File: src/inc/spc_pkg.sv
/*
 * Package for the PHY control register bank: register indices, field
 * positions, widths and reset values.
 * Assumes the register port carries 16-bit data words at word indices.
 */
package spc_pkg;

    localparam int unsigned ADDR_W = 16;
    localparam int unsigned DATA_W = 16;

    // Register indices on the plain register port
    localparam logic [15:0] IDX_PHY_SOFT_RESET = 16'hd000;
    localparam logic [15:0] IDX_PLL_CONFIG_ONE = 16'hd001;
    localparam logic [15:0] IDX_PLL_CONFIG_TWO = 16'hd002;
    localparam logic [15:0] IDX_RX_LANE0_CFG1  = 16'hd003;

    // Reset values
    localparam logic [15:0] RST_PHY_SOFT_RESET = 16'h0001;
    localparam logic [15:0] RST_PLL_CONFIG_ONE = 16'h0000;
    localparam logic [15:0] RST_PLL_CONFIG_TWO = 16'h0000;
    localparam logic [15:0] RST_RX_LANE0_CFG1  = 16'h0000;

    // Writable bit masks; all other bits are reserved
    localparam logic [15:0] MSK_PHY_SOFT_RESET = 16'h0001;
    localparam logic [15:0] MSK_PLL_CONFIG_ONE = 16'h05ff;
    localparam logic [15:0] MSK_PLL_CONFIG_TWO = 16'h01ff;
    localparam logic [15:0] MSK_RX_LANE0_CFG1  = 16'h003f;

    // Field positions
    localparam int unsigned POS_SOFT_RESET_N   = 0;
    localparam int unsigned POS_REF_SELECT     = 10;
    localparam int unsigned POS_REF_HALVE      = 8;
    localparam int unsigned POS_MULT_LO        = 1;
    localparam int unsigned MULT_W             = 7;
    localparam int unsigned POS_PLL_EN         = 0;
    localparam int unsigned POS_SSC_LO         = 0;
    localparam int unsigned SSC_W              = 9;
    localparam int unsigned POS_RX_RESET       = 5;
    localparam int unsigned POS_RX_RATE_LO     = 3;
    localparam int unsigned RATE_W             = 2;
    localparam int unsigned POS_RX_PLL_EN      = 2;
    localparam int unsigned POS_RX_DATA_EN     = 1;
    localparam int unsigned POS_RX_ALIGN_EN    = 0;

    // Receive rate encodings
    localparam logic [1:0] RATE_DIV1 = 2'h0;
    localparam logic [1:0] RATE_DIV2 = 2'h1;
    localparam logic [1:0] RATE_DIV4 = 2'h2;
    localparam logic [1:0] RATE_RSVD = 2'h3;

endpackage

File: src/rtl/spc_regs.sv
/*
 * Control register bank for the serial PHY: soft reset, main PLL setup and
 * receiver lane zero setup, driven straight out to the analog controls.
 * Assumes a single-cycle register port master synchronous to clk.
 */
// Implementation choice: the address-and-strobe port.
`timescale 1ns/1ps
module spc_regs (
    input  wire logic        clk,
    input  wire logic        rst,
    input  wire logic [15:0] reg_addr,
    input  wire logic [15:0] reg_wdata,
    input  wire logic        reg_wr,
    input  wire logic        reg_rd,
    output logic      [15:0] reg_rdata,
    output logic             phy_soft_reset_n,
    output logic             external_pad_ref,
    output logic             pll_ref_halve_enable,
    output logic      [6:0]  pll_frequency_multiplier,
    output logic             main_pll_enable,
    output logic      [8:0]  spread_spectrum_ref_shift,
    output logic             lane0_receiver_reset,
    output logic      [1:0]  lane0_receive_rate,
    output logic             lane0_receive_rate_valid,
    output logic             lane0_receive_pll_enable,
    output logic             lane0_receive_data_enable,
    output logic             lane0_word_align_enable
);

    logic [15:0] soft_reset_reg;
    logic [15:0] pll_one_reg;
    logic [15:0] pll_two_reg;
    logic [15:0] rx_cfg_reg;
    logic [15:0] rdata_reg;

    wire sel_reset = (reg_addr == spc_pkg::IDX_PHY_SOFT_RESET);
    wire sel_one   = (reg_addr == spc_pkg::IDX_PLL_CONFIG_ONE);
    wire sel_two   = (reg_addr == spc_pkg::IDX_PLL_CONFIG_TWO);
    wire sel_rx    = (reg_addr == spc_pkg::IDX_RX_LANE0_CFG1);

    // Masked write data, reserved bits dropped
    wire [15:0] wr_reset = reg_wdata & spc_pkg::MSK_PHY_SOFT_RESET;
    wire [15:0] wr_one   = reg_wdata & spc_pkg::MSK_PLL_CONFIG_ONE;
    wire [15:0] wr_two   = reg_wdata & spc_pkg::MSK_PLL_CONFIG_TWO;
    wire [15:0] wr_rx    = reg_wdata & spc_pkg::MSK_RX_LANE0_CFG1;

    // Unmapped addresses read zero
    wire [15:0] rd_mux = sel_reset ? soft_reset_reg :
                         sel_one   ? pll_one_reg :
                         sel_two   ? pll_two_reg :
                         sel_rx    ? rx_cfg_reg : 16'h0000;

    always_ff @(posedge clk) begin
        if (rst) begin
            soft_reset_reg <= spc_pkg::RST_PHY_SOFT_RESET;
            pll_one_reg    <= spc_pkg::RST_PLL_CONFIG_ONE;
            pll_two_reg    <= spc_pkg::RST_PLL_CONFIG_TWO;
            rx_cfg_reg     <= spc_pkg::RST_RX_LANE0_CFG1;
        end else if (reg_wr) begin
            if (sel_reset) begin
                soft_reset_reg <= wr_reset;
            end
            if (sel_one) begin
                pll_one_reg <= wr_one;
            end
            if (sel_two) begin
                pll_two_reg <= wr_two;
            end
            if (sel_rx) begin
                rx_cfg_reg <= wr_rx;
            end
        end
    end

    always_ff @(posedge clk) begin
        if (rst) begin
            rdata_reg <= 16'h0000;
        end else if (reg_rd) begin
            rdata_reg <= rd_mux;
        end else begin
            rdata_reg <= 16'h0000;
        end
    end

    assign reg_rdata = rdata_reg;

    // Field decode onto the analog controls
    assign phy_soft_reset_n          = soft_reset_reg[spc_pkg::POS_SOFT_RESET_N];
    assign external_pad_ref          = pll_one_reg[spc_pkg::POS_REF_SELECT];
    assign pll_ref_halve_enable      = pll_one_reg[spc_pkg::POS_REF_HALVE];
    assign pll_frequency_multiplier  = pll_one_reg[spc_pkg::POS_MULT_LO +: spc_pkg::MULT_W];
    assign main_pll_enable           = pll_one_reg[spc_pkg::POS_PLL_EN];
    assign spread_spectrum_ref_shift = pll_two_reg[spc_pkg::POS_SSC_LO +: spc_pkg::SSC_W];
    assign lane0_receiver_reset      = rx_cfg_reg[spc_pkg::POS_RX_RESET];
    assign lane0_receive_rate        = rx_cfg_reg[spc_pkg::POS_RX_RATE_LO +: spc_pkg::RATE_W];
    // Flags the reserved rate code so the PHY wrapper can ignore it
    assign lane0_receive_rate_valid  = (lane0_receive_rate != spc_pkg::RATE_RSVD);
    assign lane0_receive_pll_enable  = rx_cfg_reg[spc_pkg::POS_RX_PLL_EN];
    assign lane0_receive_data_enable = rx_cfg_reg[spc_pkg::POS_RX_DATA_EN];
    assign lane0_word_align_enable   = rx_cfg_reg[spc_pkg::POS_RX_ALIGN_EN];

    property p_soft_reset_write;
        @(posedge clk) disable iff (rst)
        (reg_wr && sel_reset) |=> (phy_soft_reset_n == $past(reg_wdata[0]));
    endproperty
    a_soft_reset_write: assert property (p_soft_reset_write) else $error("soft reset bit not written");

    property p_ref_select;
        @(posedge clk) disable iff (rst)
        (reg_wr && sel_one) |=> (external_pad_ref == $past(reg_wdata[10]));
    endproperty
    a_ref_select: assert property (p_ref_select) else $error("reference select wrong");

    property p_ref_halve;
        @(posedge clk) disable iff (rst)
        (reg_wr && sel_one) |=> (pll_ref_halve_enable == $past(reg_wdata[8]));
    endproperty
    a_ref_halve: assert property (p_ref_halve) else $error("reference halve wrong");

    property p_multiplier;
        @(posedge clk) disable iff (rst)
        (reg_wr && sel_one) |=> (pll_frequency_multiplier == $past(reg_wdata[7:1]));
    endproperty
    a_multiplier: assert property (p_multiplier) else $error("multiplier wrong");

    property p_pll_reset;
        @(posedge clk) $rose(rst) ##0 rst |=> (!main_pll_enable && phy_soft_reset_n);
    endproperty
    a_pll_reset: assert property (p_pll_reset) else $error("reset values wrong");

    property p_ssc_hold;
        @(posedge clk) disable iff (rst)
        !(reg_wr && sel_two) |=> $stable(spread_spectrum_ref_shift);
    endproperty
    a_ssc_hold: assert property (p_ssc_hold) else $error("spread shift changed without write");

    property p_rx_fields;
        @(posedge clk) disable iff (rst)
        (reg_wr && sel_rx) |=> (lane0_receiver_reset == $past(reg_wdata[5]))
            && (lane0_receive_rate == $past(reg_wdata[4:3]))
            && (lane0_receive_pll_enable == $past(reg_wdata[2]));
    endproperty
    a_rx_fields: assert property (p_rx_fields) else $error("receiver fields wrong");

    property p_rx_enables;
        @(posedge clk) disable iff (rst)
        (reg_wr && sel_rx) |=> (lane0_receive_data_enable == $past(reg_wdata[1]))
            && (lane0_word_align_enable == $past(reg_wdata[0]));
    endproperty
    a_rx_enables: assert property (p_rx_enables) else $error("receiver enables wrong");

    property p_reserved_zero;
        @(posedge clk) disable iff (rst)
        reg_rd ##1 1'b1 |-> ((reg_rdata & ~($past(sel_one)   ? 16'h05ff :
                                             $past(sel_reset) ? 16'h0001 :
                                             $past(sel_rx)    ? 16'h003f : 16'h01ff)) == 16'h0000);
    endproperty
    a_reserved_zero: assert property (p_reserved_zero) else $error("reserved bits read nonzero");

    // Fields hold between writes
    property p_soft_reset_hold;
        @(posedge clk) disable iff (rst)
        !(reg_wr && sel_reset) |=> $stable(phy_soft_reset_n);
    endproperty
    a_soft_reset_hold: assert property (p_soft_reset_hold) else $error("soft reset changed without write");

    property p_one_hold;
        @(posedge clk) disable iff (rst)
        !(reg_wr && sel_one) |=> $stable({external_pad_ref, pll_ref_halve_enable,
                                          pll_frequency_multiplier, main_pll_enable});
    endproperty
    a_one_hold: assert property (p_one_hold) else $error("pll config one changed without write");

    property p_rx_hold;
        @(posedge clk) disable iff (rst)
        !(reg_wr && sel_rx) |=> $stable({lane0_receiver_reset, lane0_receive_rate, lane0_receive_pll_enable,
                                         lane0_receive_data_enable, lane0_word_align_enable});
    endproperty
    a_rx_hold: assert property (p_rx_hold) else $error("receiver config changed without write");

    property p_pll_enable_write;
        @(posedge clk) disable iff (rst)
        (reg_wr && sel_one) |=> (main_pll_enable == $past(reg_wdata[0]));
    endproperty
    a_pll_enable_write: assert property (p_pll_enable_write) else $error("pll enable not written");

    property p_ssc_write;
        @(posedge clk) disable iff (rst)
        (reg_wr && sel_two) |=> (spread_spectrum_ref_shift == $past(reg_wdata[8:0]));
    endproperty
    a_ssc_write: assert property (p_ssc_write) else $error("spread shift not written");

    property p_rate_reserved;
        @(posedge clk) disable iff (rst)
        (lane0_receive_rate == 2'h3) |-> !lane0_receive_rate_valid;
    endproperty
    a_rate_reserved: assert property (p_rate_reserved) else $error("reserved rate flagged valid");

    property p_rate_legal;
        @(posedge clk) disable iff (rst)
        !lane0_receive_rate_valid |-> (lane0_receive_rate == 2'h3);
    endproperty
    a_rate_legal: assert property (p_rate_legal) else $error("legal rate flagged invalid");

    property p_rx_reset_values;
        @(posedge clk)
        $rose(rst) ##0 rst |=> (!lane0_word_align_enable && !lane0_receive_data_enable
            && !lane0_receive_pll_enable && !lane0_receiver_reset
            && (lane0_receive_rate == 2'h0));
    endproperty
    a_rx_reset_values: assert property (p_rx_reset_values) else $error("receiver reset values wrong");

    property p_ssc_reset_value;
        @(posedge clk)
        $rose(rst) ##0 rst |=> (spread_spectrum_ref_shift == 9'h000);
    endproperty
    a_ssc_reset_value: assert property (p_ssc_reset_value) else $error("spread shift reset value wrong");

    // Readback matches the fields driven out
    property p_soft_reset_read;
        @(posedge clk) disable iff (rst)
        (reg_rd && sel_reset) |=> (reg_rdata == {15'h0000, $past(phy_soft_reset_n)});
    endproperty
    a_soft_reset_read: assert property (p_soft_reset_read) else $error("soft reset readback wrong");

    property p_ref_read;
        @(posedge clk) disable iff (rst)
        (reg_rd && sel_one) |=> (reg_rdata[10] == $past(external_pad_ref))
            && (reg_rdata[8] == $past(pll_ref_halve_enable));
    endproperty
    a_ref_read: assert property (p_ref_read) else $error("reference bits readback wrong");

    property p_mult_read;
        @(posedge clk) disable iff (rst)
        (reg_rd && sel_one) |=> (reg_rdata[7:1] == $past(pll_frequency_multiplier))
            && (reg_rdata[0] == $past(main_pll_enable));
    endproperty
    a_mult_read: assert property (p_mult_read) else $error("multiplier readback wrong");

    property p_ssc_read;
        @(posedge clk) disable iff (rst)
        (reg_rd && sel_two) |=> (reg_rdata[8:0] == $past(spread_spectrum_ref_shift));
    endproperty
    a_ssc_read: assert property (p_ssc_read) else $error("spread shift readback wrong");

    property p_rx_reset_read;
        @(posedge clk) disable iff (rst)
        (reg_rd && sel_rx) |=> (reg_rdata[5:3] == $past({lane0_receiver_reset, lane0_receive_rate}));
    endproperty
    a_rx_reset_read: assert property (p_rx_reset_read) else $error("receiver reset readback wrong");

    property p_rx_pll_read;
        @(posedge clk) disable iff (rst)
        (reg_rd && sel_rx) |=> (reg_rdata[2] == $past(lane0_receive_pll_enable));
    endproperty
    a_rx_pll_read: assert property (p_rx_pll_read) else $error("receive pll readback wrong");

    property p_rx_data_read;
        @(posedge clk) disable iff (rst)
        (reg_rd && sel_rx) |=> (reg_rdata[1] == $past(lane0_receive_data_enable));
    endproperty
    a_rx_data_read: assert property (p_rx_data_read) else $error("receive data readback wrong");

    property p_align_read;
        @(posedge clk) disable iff (rst)
        (reg_rd && sel_rx) |=> (reg_rdata[0] == $past(lane0_word_align_enable));
    endproperty
    a_align_read: assert property (p_align_read) else $error("word align readback wrong");

    // Read port quiet and reserved space empty
    property p_idle_read;
        @(posedge clk) disable iff (rst)
        !reg_rd |=> (reg_rdata == 16'h0000);
    endproperty
    a_idle_read: assert property (p_idle_read) else $error("read data not zero when idle");

    property p_unmapped_read;
        @(posedge clk) disable iff (rst)
        (reg_rd && !(sel_reset || sel_one || sel_two || sel_rx)) |=> (reg_rdata == 16'h0000);
    endproperty
    a_unmapped_read: assert property (p_unmapped_read) else $error("unmapped read nonzero");

    property p_one_reserved;
        @(posedge clk) disable iff (rst)
        (reg_rd && sel_one) |=> (reg_rdata[15:11] == 5'h00)
            && (reg_rdata[9] == 1'b0);
    endproperty
    a_one_reserved: assert property (p_one_reserved) else $error("pll config one reserved nonzero");

    property p_two_reserved;
        @(posedge clk) disable iff (rst)
        (reg_rd && sel_two) |=> (reg_rdata[15:9] == 7'h00);
    endproperty
    a_two_reserved: assert property (p_two_reserved) else $error("pll config two reserved nonzero");

    property p_rx_reserved;
        @(posedge clk) disable iff (rst)
        (reg_rd && sel_rx) |=> (reg_rdata[15:6] == 10'h000);
    endproperty
    a_rx_reserved: assert property (p_rx_reserved) else $error("receiver config reserved nonzero");

endmodule

File: config.mk
export PLATFORM = sky130hd
export DESIGN_NAME = spc_regs
export DESIGN_NICKNAME = d
export VERILOG_FILES = /design/src/inc/spc_pkg.sv /design/src/rtl/spc_regs.sv
export SDC_FILE = /design/constraint.sdc
export NUM_CORES = 1
export LEC_CHECK = 0
export BUFFER_PORTS_ARGS = -buffer_cell sky130_fd_sc_hd__buf_2
export CAP_MARGIN = 25
export CORE_MARGIN = 3
export CORE_UTILIZATION = 40
export CTS_CLUSTER_DIAMETER = 200
export DETAILED_ROUTE_END_ITERATION = 8
export GPL_TIMING_DRIVEN = 1
export PLACE_DENSITY = 0.71
export SLEW_MARGIN = 25
export SYNTH_ARGS = -nofsm -noshare
export SYNTH_HDL_FRONTEND = slang
export SYNTH_SLANG_ARGS = --single-unit
File: constraint.sdc
create_clock -name clk -period 2.1 [get_ports clk]
set_input_delay 0.63 -clock clk [delete_from_list [all_inputs] [get_ports clk]]
set_output_delay 0.63 -clock clk [all_outputs]
set_load 0.01 [all_outputs]
== Word level (Yosys, flattened, before mapping) ==
Cells that the tools add are included.
Storage, ports and cells
  bits in registers: 42
  bits of input ports: 36
Cells by class
  mux-type cells: 4
  reduce and logical (&&, ||, !) cells: 7
  equality and inequality tests: 5
  bitwise gates (word level): 1
Operators by type and width (count)
  16-bit == test, second input constant: 4
  11-bit two-way mux: 1
  9-bit two-way mux: 1
  2-bit AND reduction: 4
  6-bit two-way mux: 1
  5-bit OR reduction: 1
  3-bit OR reduction: 1
  2-bit != test, second input constant: 1
  2-bit OR reduction: 1
  1-bit two-way mux: 1
  1-bit NOT: 1

== Logic depth before layout (Yosys ltp) ==
Gate-level depths: netlist of run 1.
  depth after elaboration: 5
  mapped depth: 6
  mapped depth without buffers: 4

== Worst setup path after synthesis of run 1 ==
No wires, ideal clock.
  kind: input-to-reg
  from: in reg_wr
  to: reg pll_two_reg[3]
  data required time: 1.968 ns
  path slack: 0.350 ns
  cell stages on the path: 6
  buffers on the path: 2
  setup time: 0.132 ns
  arrival time: 1.618 ns
  cell sequence: buf_2 nor3b_1 nand4_1 clkbuf_1 o21ai_0 a21oi_1
Between the ends
  word-level cells in the longest chain between the ends: 1
RTL lines
  from (decl): line spc_regs.sv:13  | input wire logic reg_wr,
  2-bit AND reduction (no line)
  to (signal assigned): line spc_regs.sv:57  | pll_two_reg <= spc_pkg::RST_PLL_CONFIG_TWO;
  to (signal assigned): line spc_regs.sv:67  | pll_two_reg <= wr_two;
  to (decl): line spc_regs.sv:32  | logic [15:0] pll_two_reg;
Every way passes these cells.
A chain may end at the register's enable or synchronous reset.

== Worst setup path after layout of run 1 ==
  from: in reg_addr[9]
  to: reg rdata_reg[1] (netlist: reg_rdata[1])
Between the ends
  word-level cells in the longest chain between the ends: 4
  elaborated cells on any way between the ends: 8
  those cells by class: 4 x eq/ne; 3 x mux; 1 x reduce/logical
RTL lines
  from (decl): line spc_regs.sv:11  | input wire logic [15:0] reg_addr,
  16-bit == test: line spc_regs.sv:39  | wire sel_rx = (reg_addr == spc_pkg::IDX_RX_LANE0_CFG1);
  6-bit two-way mux: line spc_regs.sv:51  | sel_rx ? rx_cfg_reg : 16'h0000;
  9-bit two-way mux: line spc_regs.sv:50  | sel_two ? pll_two_reg :
  11-bit two-way mux: line spc_regs.sv:49  | sel_one ? pll_one_reg :
  to (signal assigned): line spc_regs.sv:79  | rdata_reg <= rd_mux;
  to (decl): line spc_regs.sv:34  | logic [15:0] rdata_reg;
Several ways; a longest one is shown, not always the timed one.

==> results of run 1 <==
[cell type report]
class	count	area, um2
Fill cell	373	1717
Multi-Input combinational cell	131	763.2
Sequential cell	36	720.7
Timing Repair Buffer	78	420.4
Clock buffer	8	90.09
Tap cell	48	60.06
[layer usage]
metal  track usage  vias up
li1              -      810
met1        0.2398      751
met2        0.2733       98
met3       0.05507        9
met4       0.08460        0
met5             0        -
[logic make-up (layout without fill, tap and decap cells)]
logic type	count (synthesis)	after routing	synth area share
buf+inv	25	86	0.08586
simple gates	59	59	0.2201
flops	36	36	0.4496
mux	1	1	0.01405
other cells	1	6	0.002340
compound gates	65	65	0.2279
[where the power goes]
part	switching (mW)	leakage [nW]	total (mW)	internal (mW)
Combinational	0.0689	0.578	0.108	0.0388
Clock	0.229	0.0455	0.496	0.267
Sequential	0.00000305	0.290	0.683	0.683
Total	0.298	0.914	1.29	0.989
[metrics by stage]
stage               hold slack, ns  setup WS, ns  power (mW)  cell area [um2]
finish                      0.4871        0.4042       1.287             2054
global route                0.5173        0.2436       1.328             2054
CTS                         0.4895        0.3927       1.300             2054
detailed placement          0.4802       0.08411      0.8036             1964
global placement            0.4765        0.1356      0.8031             1964
floorplan                   0.5022        0.3498      0.7595             1622
[worst reg2reg max path: stages, from the launching register on]
cell	delay, ns
dfxtp_1	0.33
mux4_2	0.48
and2_1	0.17
[synth_stat cells, drive strengths merged, types with 2 or more instances]
master,instances
nor2b,2
nand4,26
and2,2
nand2,3
buf,13
a22oi,3
a21oi,30
nor2,15
o211a,4
clkbuf,12
dfxtp,36
o21ai,26
nand2b,2
[layout by cell type, fill, tap and decap left out, types with 4 or more instances in the layout]
master    synthesis  final
a21oi_1          30     30
buf_2             2     66
buf_4             9     12
clkbuf_8          0      6
conb_1            1      6
dfxtp_1          36     36
nand4_1          26     26
nor2_1           15     15
o211a_1           4      4
o21ai_0          26     26
[path summary, 6_finish.rpt]
check,start,to,slack [ns],depth (start not counted)
worst max register to register,rx_cfg_reg[0],reg_rdata[0],1.03,2
worst max-delay path,reg_addr[9],reg_rdata[1],0.40,5
worst min register to register,pll_two_reg[3],pll_two_reg[3],0.49,2
worst min-delay path,pll_two_reg[3],pll_two_reg[3],0.49,2
==> reports/metrics.yaml, run 1 <==
outcome:
  outcome: "complete, no violations"
placed_design:
  dp.cells: 293
  place_hpwl_um: 3250
  place_congestion: 0.8025
  io_buffer_count: 66
detailed_routing:
  drtPass1Iterations: 4
  via_per_inst: 5.542
  vias: 1668
  wl_met3_um: 458
  wire_per_inst_um: 14.57
  met1Wirelength_um: 1859
  top_layer_used: "met4"
  drc: 0
  met2WireLength_um: 2001
  wirelength_um: 4385
  drt-initial-drc-count: 126
  ant_nets: 0
critical_path:
  cp_data_arrival_time_ns: 1.93
  cp-start-kind: "input pin"
  critPathSlowestCell: "and4_1"
  crit_type: "input pin to flip-flop"
  critPathRequiredTime_ns: 2.33
  cp_num_buf_inv: 1
  crit_chain: "buf_2, nor4b_2, and4_1, and3b_1, o2111a_1"
  crit_fanout: 7
  cp_slowest_stage_delay_ns: 0.33
  end_kind: "flip-flop"
  crit_family: "simple AND/OR/NAND/NOR gates"
die:
  ios: 79
  rows: 22
  start_util: 0.4250
  design.core.area_um2: 3771
  die_w_um: 69.30
  fp.dieH_um: 69.30
  die_area_um2: 4802
yosys:
  yosys_warnings: 0
  yosysSeqAreaShare: 0.4496
  synth.avg_cell_area_um2: 8.571
  ys_ff_latch: 36
  synth_area_leaders: "dfxtp_1, nand4_1, a21oi_1"
  async_flop_share: 0
  synth_edf_count: 0
  syn_inst: 187
  synth_flop_cell: "dfxtp_1"
  yosysUniqueCellTypes: 29
  yosysTopAreaCellShare: 0.4496
  synth_top_area_cell: "dfxtp_1"
  netlist_area_um2: 1603
final_layout:
  area_growth_pct: 28.18
  fin_util: 0.5448
  n_antenna_cell: 0
  instances_no_fill: 301
  drive_gt1_frac: 0.3518
  layout.nets: 288
run:
  drv_cap: 0
clock_tree:
  h-tree-depth: 2
  clkLatencyLatePin_ns: 0.29
  clock-sinks: 36
  cts_tree: "done"
  numCtsBuffers: 5
  holdBufCountCts: 0
  clockBufferDepth: 2
  cts_root_buffer: "clkbuf_8"
  cts_resized: 0
  postCtsSetupRepairBufs: 0
  clk_pin_slew_ns: 0.07
sta:
  hold_viol: 0
  timing.final.crit_share: 0.8075
  rsz0062_at_grt: "no"
  skew_ns: 0.003406
  drv_slew: 0
  tns_ns: 0
  fmax_ghz: 0.5897
  finalSetupViolCount: 0
  period_minus_slack_ns: 1.696
grt:
  antenna_found_initial: 0
  grt-ovfl-total: 0
  grt_usage: 0.1826
  grt_start_max_net_pins: 26
  grt_pass1_wl_um: 7058
  first_global_vias: 1472
pwr:
  peakVddDrop_uv: 258.3
  p_leak_nw: 0.9135
  power.density_nw_per_um2: 626.3
min_path:
  hp-class: "flip-flop to flip-flop"
Note: power is estimated with default switching activity, not from simulation.
==> run 2, diff against run 1 <==
- clock period: 2.1 -> 1.62 ns (I/O delays scaled with it)
==> reports/metrics.yaml, run 2 (synthesis gave the netlist of run 1 again) <==
clock_tree:
  cts_root_buffer: "clkbuf_8"
  cts_tree: "done"
  holdBufCountCts: 0  # unchanged
  h-tree-depth: 2  # unchanged
  clk_pin_slew_ns: 0.07  # about the same
  postCtsSetupRepairBufs: 0  # unchanged
  clock-sinks: 36  # unchanged
  clkLatencyLatePin_ns: 0.29  # about the same
  cts_resized: 0  # unchanged
  clockBufferDepth: 2  # unchanged
  numCtsBuffers: 5  # unchanged
grt:
  grt-ovfl-total: 0  # unchanged
  antenna_found_initial: 0  # unchanged
  grt_pass1_wl_um: 7127  # +0.98%
  first_global_vias: 1451  # -1.4%
  grt_start_max_net_pins: 26  # unchanged
  grt_usage: 0.1815  # -0.001155
pwr:
  power.density_nw_per_um2: 820.1  # +31%
  peakVddDrop_uv: 392.9  # +52%
  p_leak_nw: 0.9153  # +0.19%
  power.total_mw: 1.686  # +31%
detailed_routing:
  drc: 0  # unchanged
  wirelength_um: 4443  # +1.3%
  wire_per_inst_um: 14.81  # +1.7%
  drtPass1Iterations: 4  # unchanged
  via_per_inst: 5.493  # -0.87%
  drt-initial-drc-count: 138  # +9.5%
  vias: 1648  # -1.2%
  ant_nets: 0  # unchanged
placed_design:
  dp.cells: 292  # -0.34%
  io_buffer_count: 66  # unchanged
  place_hpwl_um: 3168  # -2.5%
  place_congestion: 0.7969  # -0.70%
sta:
  hold_viol: 0  # unchanged
  drv_slew: 0  # unchanged
  rsz0062_at_grt: "no"
  period_minus_slack_ns: 1.466
  finalSetupViolCount: 0  # unchanged
  skew_ns: 0.005197  # +0.001791 ns
  fin_hold_ws_ns: 0.4583  # -0.02880 ns
  timing.final.crit_share: 0.9047
  fmax_ghz: 0.6823
final_layout:
  multi_input_area_um2: 765.7  # +0.33%
  n_antenna_cell: 0  # unchanged
  seqCellArea_um2: 720.7  # unchanged
  final_common_cell: "buf_2"
  drive_gt1_frac: 0.3651  # +0.01330
  instances_no_fill: 300  # -0.33%
  nFillCells: 366  # -1.9%
  area_growth_pct: 28.26  # about the same
  layout.nets: 287  # -0.35%
  layout_common_cells: "buf_2, dfxtp_1, a21oi_1, nand4_1, o21ai_0"
critical_path:
  crit_type: "input pin to flip-flop"
  crit_chain: "buf_2, nor4b_2, and4_2, and3b_2, o2111a_1"
  cp.depth: 5  # unchanged
  cp_data_arrival_time_ns: 1.70  # -0.23 ns
  critPathRequiredTime_ns: 1.85  # -0.48 ns
  regToRegSetupSlack_ns: 0.53  # -0.50 ns
  worstReg2RegStart: "rx_cfg_reg[0]"
  critPathSlowestCell: "and4_2"
  end_kind: "flip-flop"
  crit_end: "reg_rdata[1]"
  cp_slowest_stage_delay_ns: 0.33  # about the same
  rr_worst_depth: 2  # unchanged
  cp_num_buf_inv: 1  # unchanged
  crit_fanout: 7  # unchanged
  crit_path_start: "reg_addr[9]"
  timing.rr.end: "reg_rdata[0]"
  cp-start-kind: "input pin"
  crit_family: "simple AND/OR/NAND/NOR gates"
run:
  drv_cap: 0  # unchanged
die:
  fp.dieH_um: 69.30  # unchanged
  ios: 79  # unchanged
  design.core.area_um2: 3771  # unchanged
  die_w_um: 69.30  # unchanged
  rows: 22  # unchanged
  die_area_um2: 4802  # unchanged
  start_util: 0.4250  # unchanged
min_path:
  hp-class: "input pin to flip-flop"
outcome:
  outcome: "complete, no violations"
run 2: area by class of cell:
type	count	share of cell area
Multi-Input combinational cell	131	0.3725
Sequential cell	36	0.3506
Timing Repair Buffer	77	0.2027
Clock buffer	6	0.04017
Tap cell	48	0.02921
Clock inverter	2	0.004869
run 2: stage by stage:
stage / instance area [um2] / worst slack [ns] / TNS, ns / util
after floorplan: 1622 / 0.01377 / 0 / -
after global placement: 1957 / -0.2049 / -4.609 / 0.5189
after detailed placement: 1957 / -0.2099 / -5.435 / 0.5189
after CTS: 2049 / 0.07423 / 0 / 0.5435
after global routing: 2056 / 0.03237 / 0 / 0.5451
final: 2056 / 0.1544 / 0 / 0.5451
run 2: routing by layer:
metal  vias to the layer above  track usage  part of all wire
li1                        802            -                 -
met1                       767       0.2551              0.45
met2                        75       0.2722              0.47
met3                         4      0.04783             0.074
met4                         0      0.05206            0.0043
met5                         -            0                 0
run 2: how the worst min path moves through the flow:
stage               startpoint  slack, ns  cells after the start         endpoint
5_1_grt           reg_wdata[8]       0.46                      3   pll_one_reg[8]
3_5_place_dp   pll_one_reg[10]       0.48                      2  pll_one_reg[10]
6_report          reg_wdata[8]       0.46                      3   pll_one_reg[8]
3_3_place_gp   pll_one_reg[10]       0.47                      2  pll_one_reg[10]
4_1_cts           reg_wdata[8]       0.46                      3   pll_one_reg[8]
2_1_floorplan  pll_one_reg[10]       0.50                      2  pll_one_reg[10]
run 2: power by group:
| group | total (mW) | leakage [nW] | internal (mW) | switching, mW |
|---|---|---|---|---|
| logic | 0.144 | 0.575 | 0.0519 | 0.0918 |
| registers | 0.884 | 0.290 | 0.884 | 0.00000410 |
| clock network | 0.658 | 0.0510 | 0.339 | 0.319 |
run 2: tightest hold or removal path: stages:
cell and delay [ns]:
buf_2 0.10, nand4_1 0.06, a21oi_1 0.06
==> run 3, diff against run 2 <==
==> constraint.sdc (replaced) <==
create_clock -name clk -period 1.62 [get_ports clk]
set_input_delay 0.324 -clock clk [delete_from_list [all_inputs] [get_ports clk]]
set_output_delay 0.324 -clock clk [all_outputs]
set_load 0.01 [all_outputs]
==> reports/metrics.yaml, run 3 (synthesis gave the netlist of run 1 again) <==
placed_design:
  post-place-ws_ns: -0.03677  # +0.1731 ns
  place_hpwl_um: 3293  # +3.9%
  io_buffer_count: 66  # unchanged
  place_congestion: 0.7790  # -2.2%
  dp.cells: 292  # unchanged
clock_tree:
  clock-sinks: 36  # unchanged
  cts_resized: 0  # unchanged
  cts_root_buffer: "clkbuf_8"
  numCtsBuffers: 5  # unchanged
  holdBufCountCts: 0  # unchanged
  clockBufferDepth: 2  # unchanged
  h-tree-depth: 2  # unchanged
  clk_pin_slew_ns: 0.07  # about the same
  clkLatencyLatePin_ns: 0.28  # about the same
  cts_tree: "done"
  postCtsSetupRepairBufs: 0  # unchanged
min_path:
  hp-class: "input pin to flip-flop"
  min_delay_worst_endpoint: "pll_one_reg[7]"
  min_path_cells: 3  # unchanged
  min_from: "reg_wdata[7]"
die:
  start_util: 0.4250  # unchanged
  die_w_um: 69.30  # unchanged
  die_area_um2: 4802  # unchanged
  ios: 79  # unchanged
  fp.dieH_um: 69.30  # unchanged
  rows: 22  # unchanged
  design.core.area_um2: 3771  # unchanged
critical_path:
  crit_family: "simple AND/OR/NAND/NOR gates"
  crit_type: "input pin to flip-flop"
  cp-start-kind: "input pin"
  crit_path_start: "reg_addr[9]"
  worstReg2RegStart: "rx_cfg_reg[0]"
  crit_fanout: 7  # unchanged
  cp_data_arrival_time_ns: 1.60  # -0.10 ns
  critPathRequiredTime_ns: 1.78  # -0.07 ns
  cp_slowest_stage_delay_ns: 0.31  # -0.02 ns
  timing.rr.end: "reg_rdata[0]"
  end_kind: "flip-flop"
  cp_num_buf_inv: 2  # +1
  regToRegSetupSlack_ns: 0.55  # +0.02 ns
  rr_worst_depth: 2  # unchanged
  crit_chain: "buf_2, nor4b_2, nand4_1, buf_4, o21ai_0, a21oi_1"
  critPathSlowestCell: "nand4_1"
sta:
  fmax_ghz: 0.6946  # +1.8%
  timing.final.crit_share: 0.8887  # -0.01599
  drv_slew: 0  # unchanged
  finalSetupViolCount: 0  # unchanged
  period_minus_slack_ns: 1.440  # -0.02590 ns
  fin_ws_ns: 0.1803  # +0.02590 ns
  hold_viol: 0  # unchanged
  skew_ns: 0.001927  # -0.003271 ns
  rsz0062_at_grt: "no"
  fin_hold_ws_ns: 0.2996  # -0.1586 ns
final_layout:
  nFillCells: 378  # +3.3%
  instances_no_fill: 300  # unchanged
  final_common_cell: "buf_2"
  fin_util: 0.5428  # -0.002323
  layout_common_cells: "buf_2, dfxtp_1, a21oi_1, nand4_1, o21ai_0"
  n_antenna_cell: 0  # unchanged
  area_growth_pct: 27.71
  seqCellArea_um2: 720.7  # unchanged
  multi_input_area_um2: 763.2  # -0.33%
  drive_gt1_frac: 0.3492  # -0.01587
  layout.nets: 287  # unchanged
detailed_routing:
  ant_nets: 0  # unchanged
  wire_per_inst_um: 15.21  # +2.7%
  drtPass1Iterations: 4  # unchanged
  drt-initial-drc-count: 145  # +5.1%
  drc: 0  # unchanged
  vias: 1614  # -2.1%
  wirelength_um: 4563  # +2.7%
  via_per_inst: 5.380  # -2.1%
pwr:
  peakVddDrop_uv: 378.3  # -3.7%
  p_leak_nw: 0.9084  # -0.76%
  power.total_mw: 1.676  # -0.60%
  power.density_nw_per_um2: 818.7  # -0.17%
run:
  drv_cap: 0  # unchanged
outcome:
  outcome: "complete, no violations"
grt:
  grt_pass1_wl_um: 7107  # -0.28%
  first_global_vias: 1511  # +4.1%
  grt_usage: 0.1830  # +0.001542
  antenna_found_initial: 0  # unchanged
  grt_start_max_net_pins: 26  # unchanged
  grt-ovfl-total: 0  # unchanged
## run 3: metal layers
layer / track usage / vias up / part of all wire
met3: 0.06087 / 5 / 0.082
met4: 0.06725 / 0 / 0.011
met5: 0 / - / 0
met1: 0.2386 / 730 / 0.45
met2: 0.2807 / 77 / 0.45
li1: - / 802 / -
## run 3: final cells by class
class / instances / share of cell area
timing repair buffer: 77 / 0.2017
tap: 48 / 0.02934
multi-input combinational: 131 / 0.3729
sequential: 36 / 0.3521
clock buffer: 8 / 0.04401
## run 3: worst reg2reg max path, stage by stage (launching register included)
cell	delay, ns
dfxtp_1	0.32
mux4_2	0.48
and2_1	0.17
## run 3: metrics by stage
step	instance area [um2]	setup TNS, ns
2_1_floorplan	1622	0
3_3_place_gp	1957	-0.6387
3_5_place_dp	1957	-0.3900
4_1_cts	2047	0
5_1_grt	2047	0
6_report	2047	0
## run 3: how the worst max path moves through the flow
stage | end | slack, ns | cells past startpoint
5_1_grt | pll_one_reg[4] | 0.09 | 6
3_5_place_dp | soft_reset_reg[0] | -0.04 | 6
3_3_place_gp | rx_cfg_reg[2] | -0.04 | 6
4_1_cts | pll_one_reg[4] | 0.22 | 6
6_report | pll_one_reg[4] | 0.18 | 6
2_1_floorplan | pll_two_reg[3] | 0.18 | 6
## run 3: power by group
group	internal, mW	switching (mW)	total [mW]
registers	0.885	0.00000398	0.885
logic	0.0487	0.0899	0.139
clock network	0.347	0.306	0.653
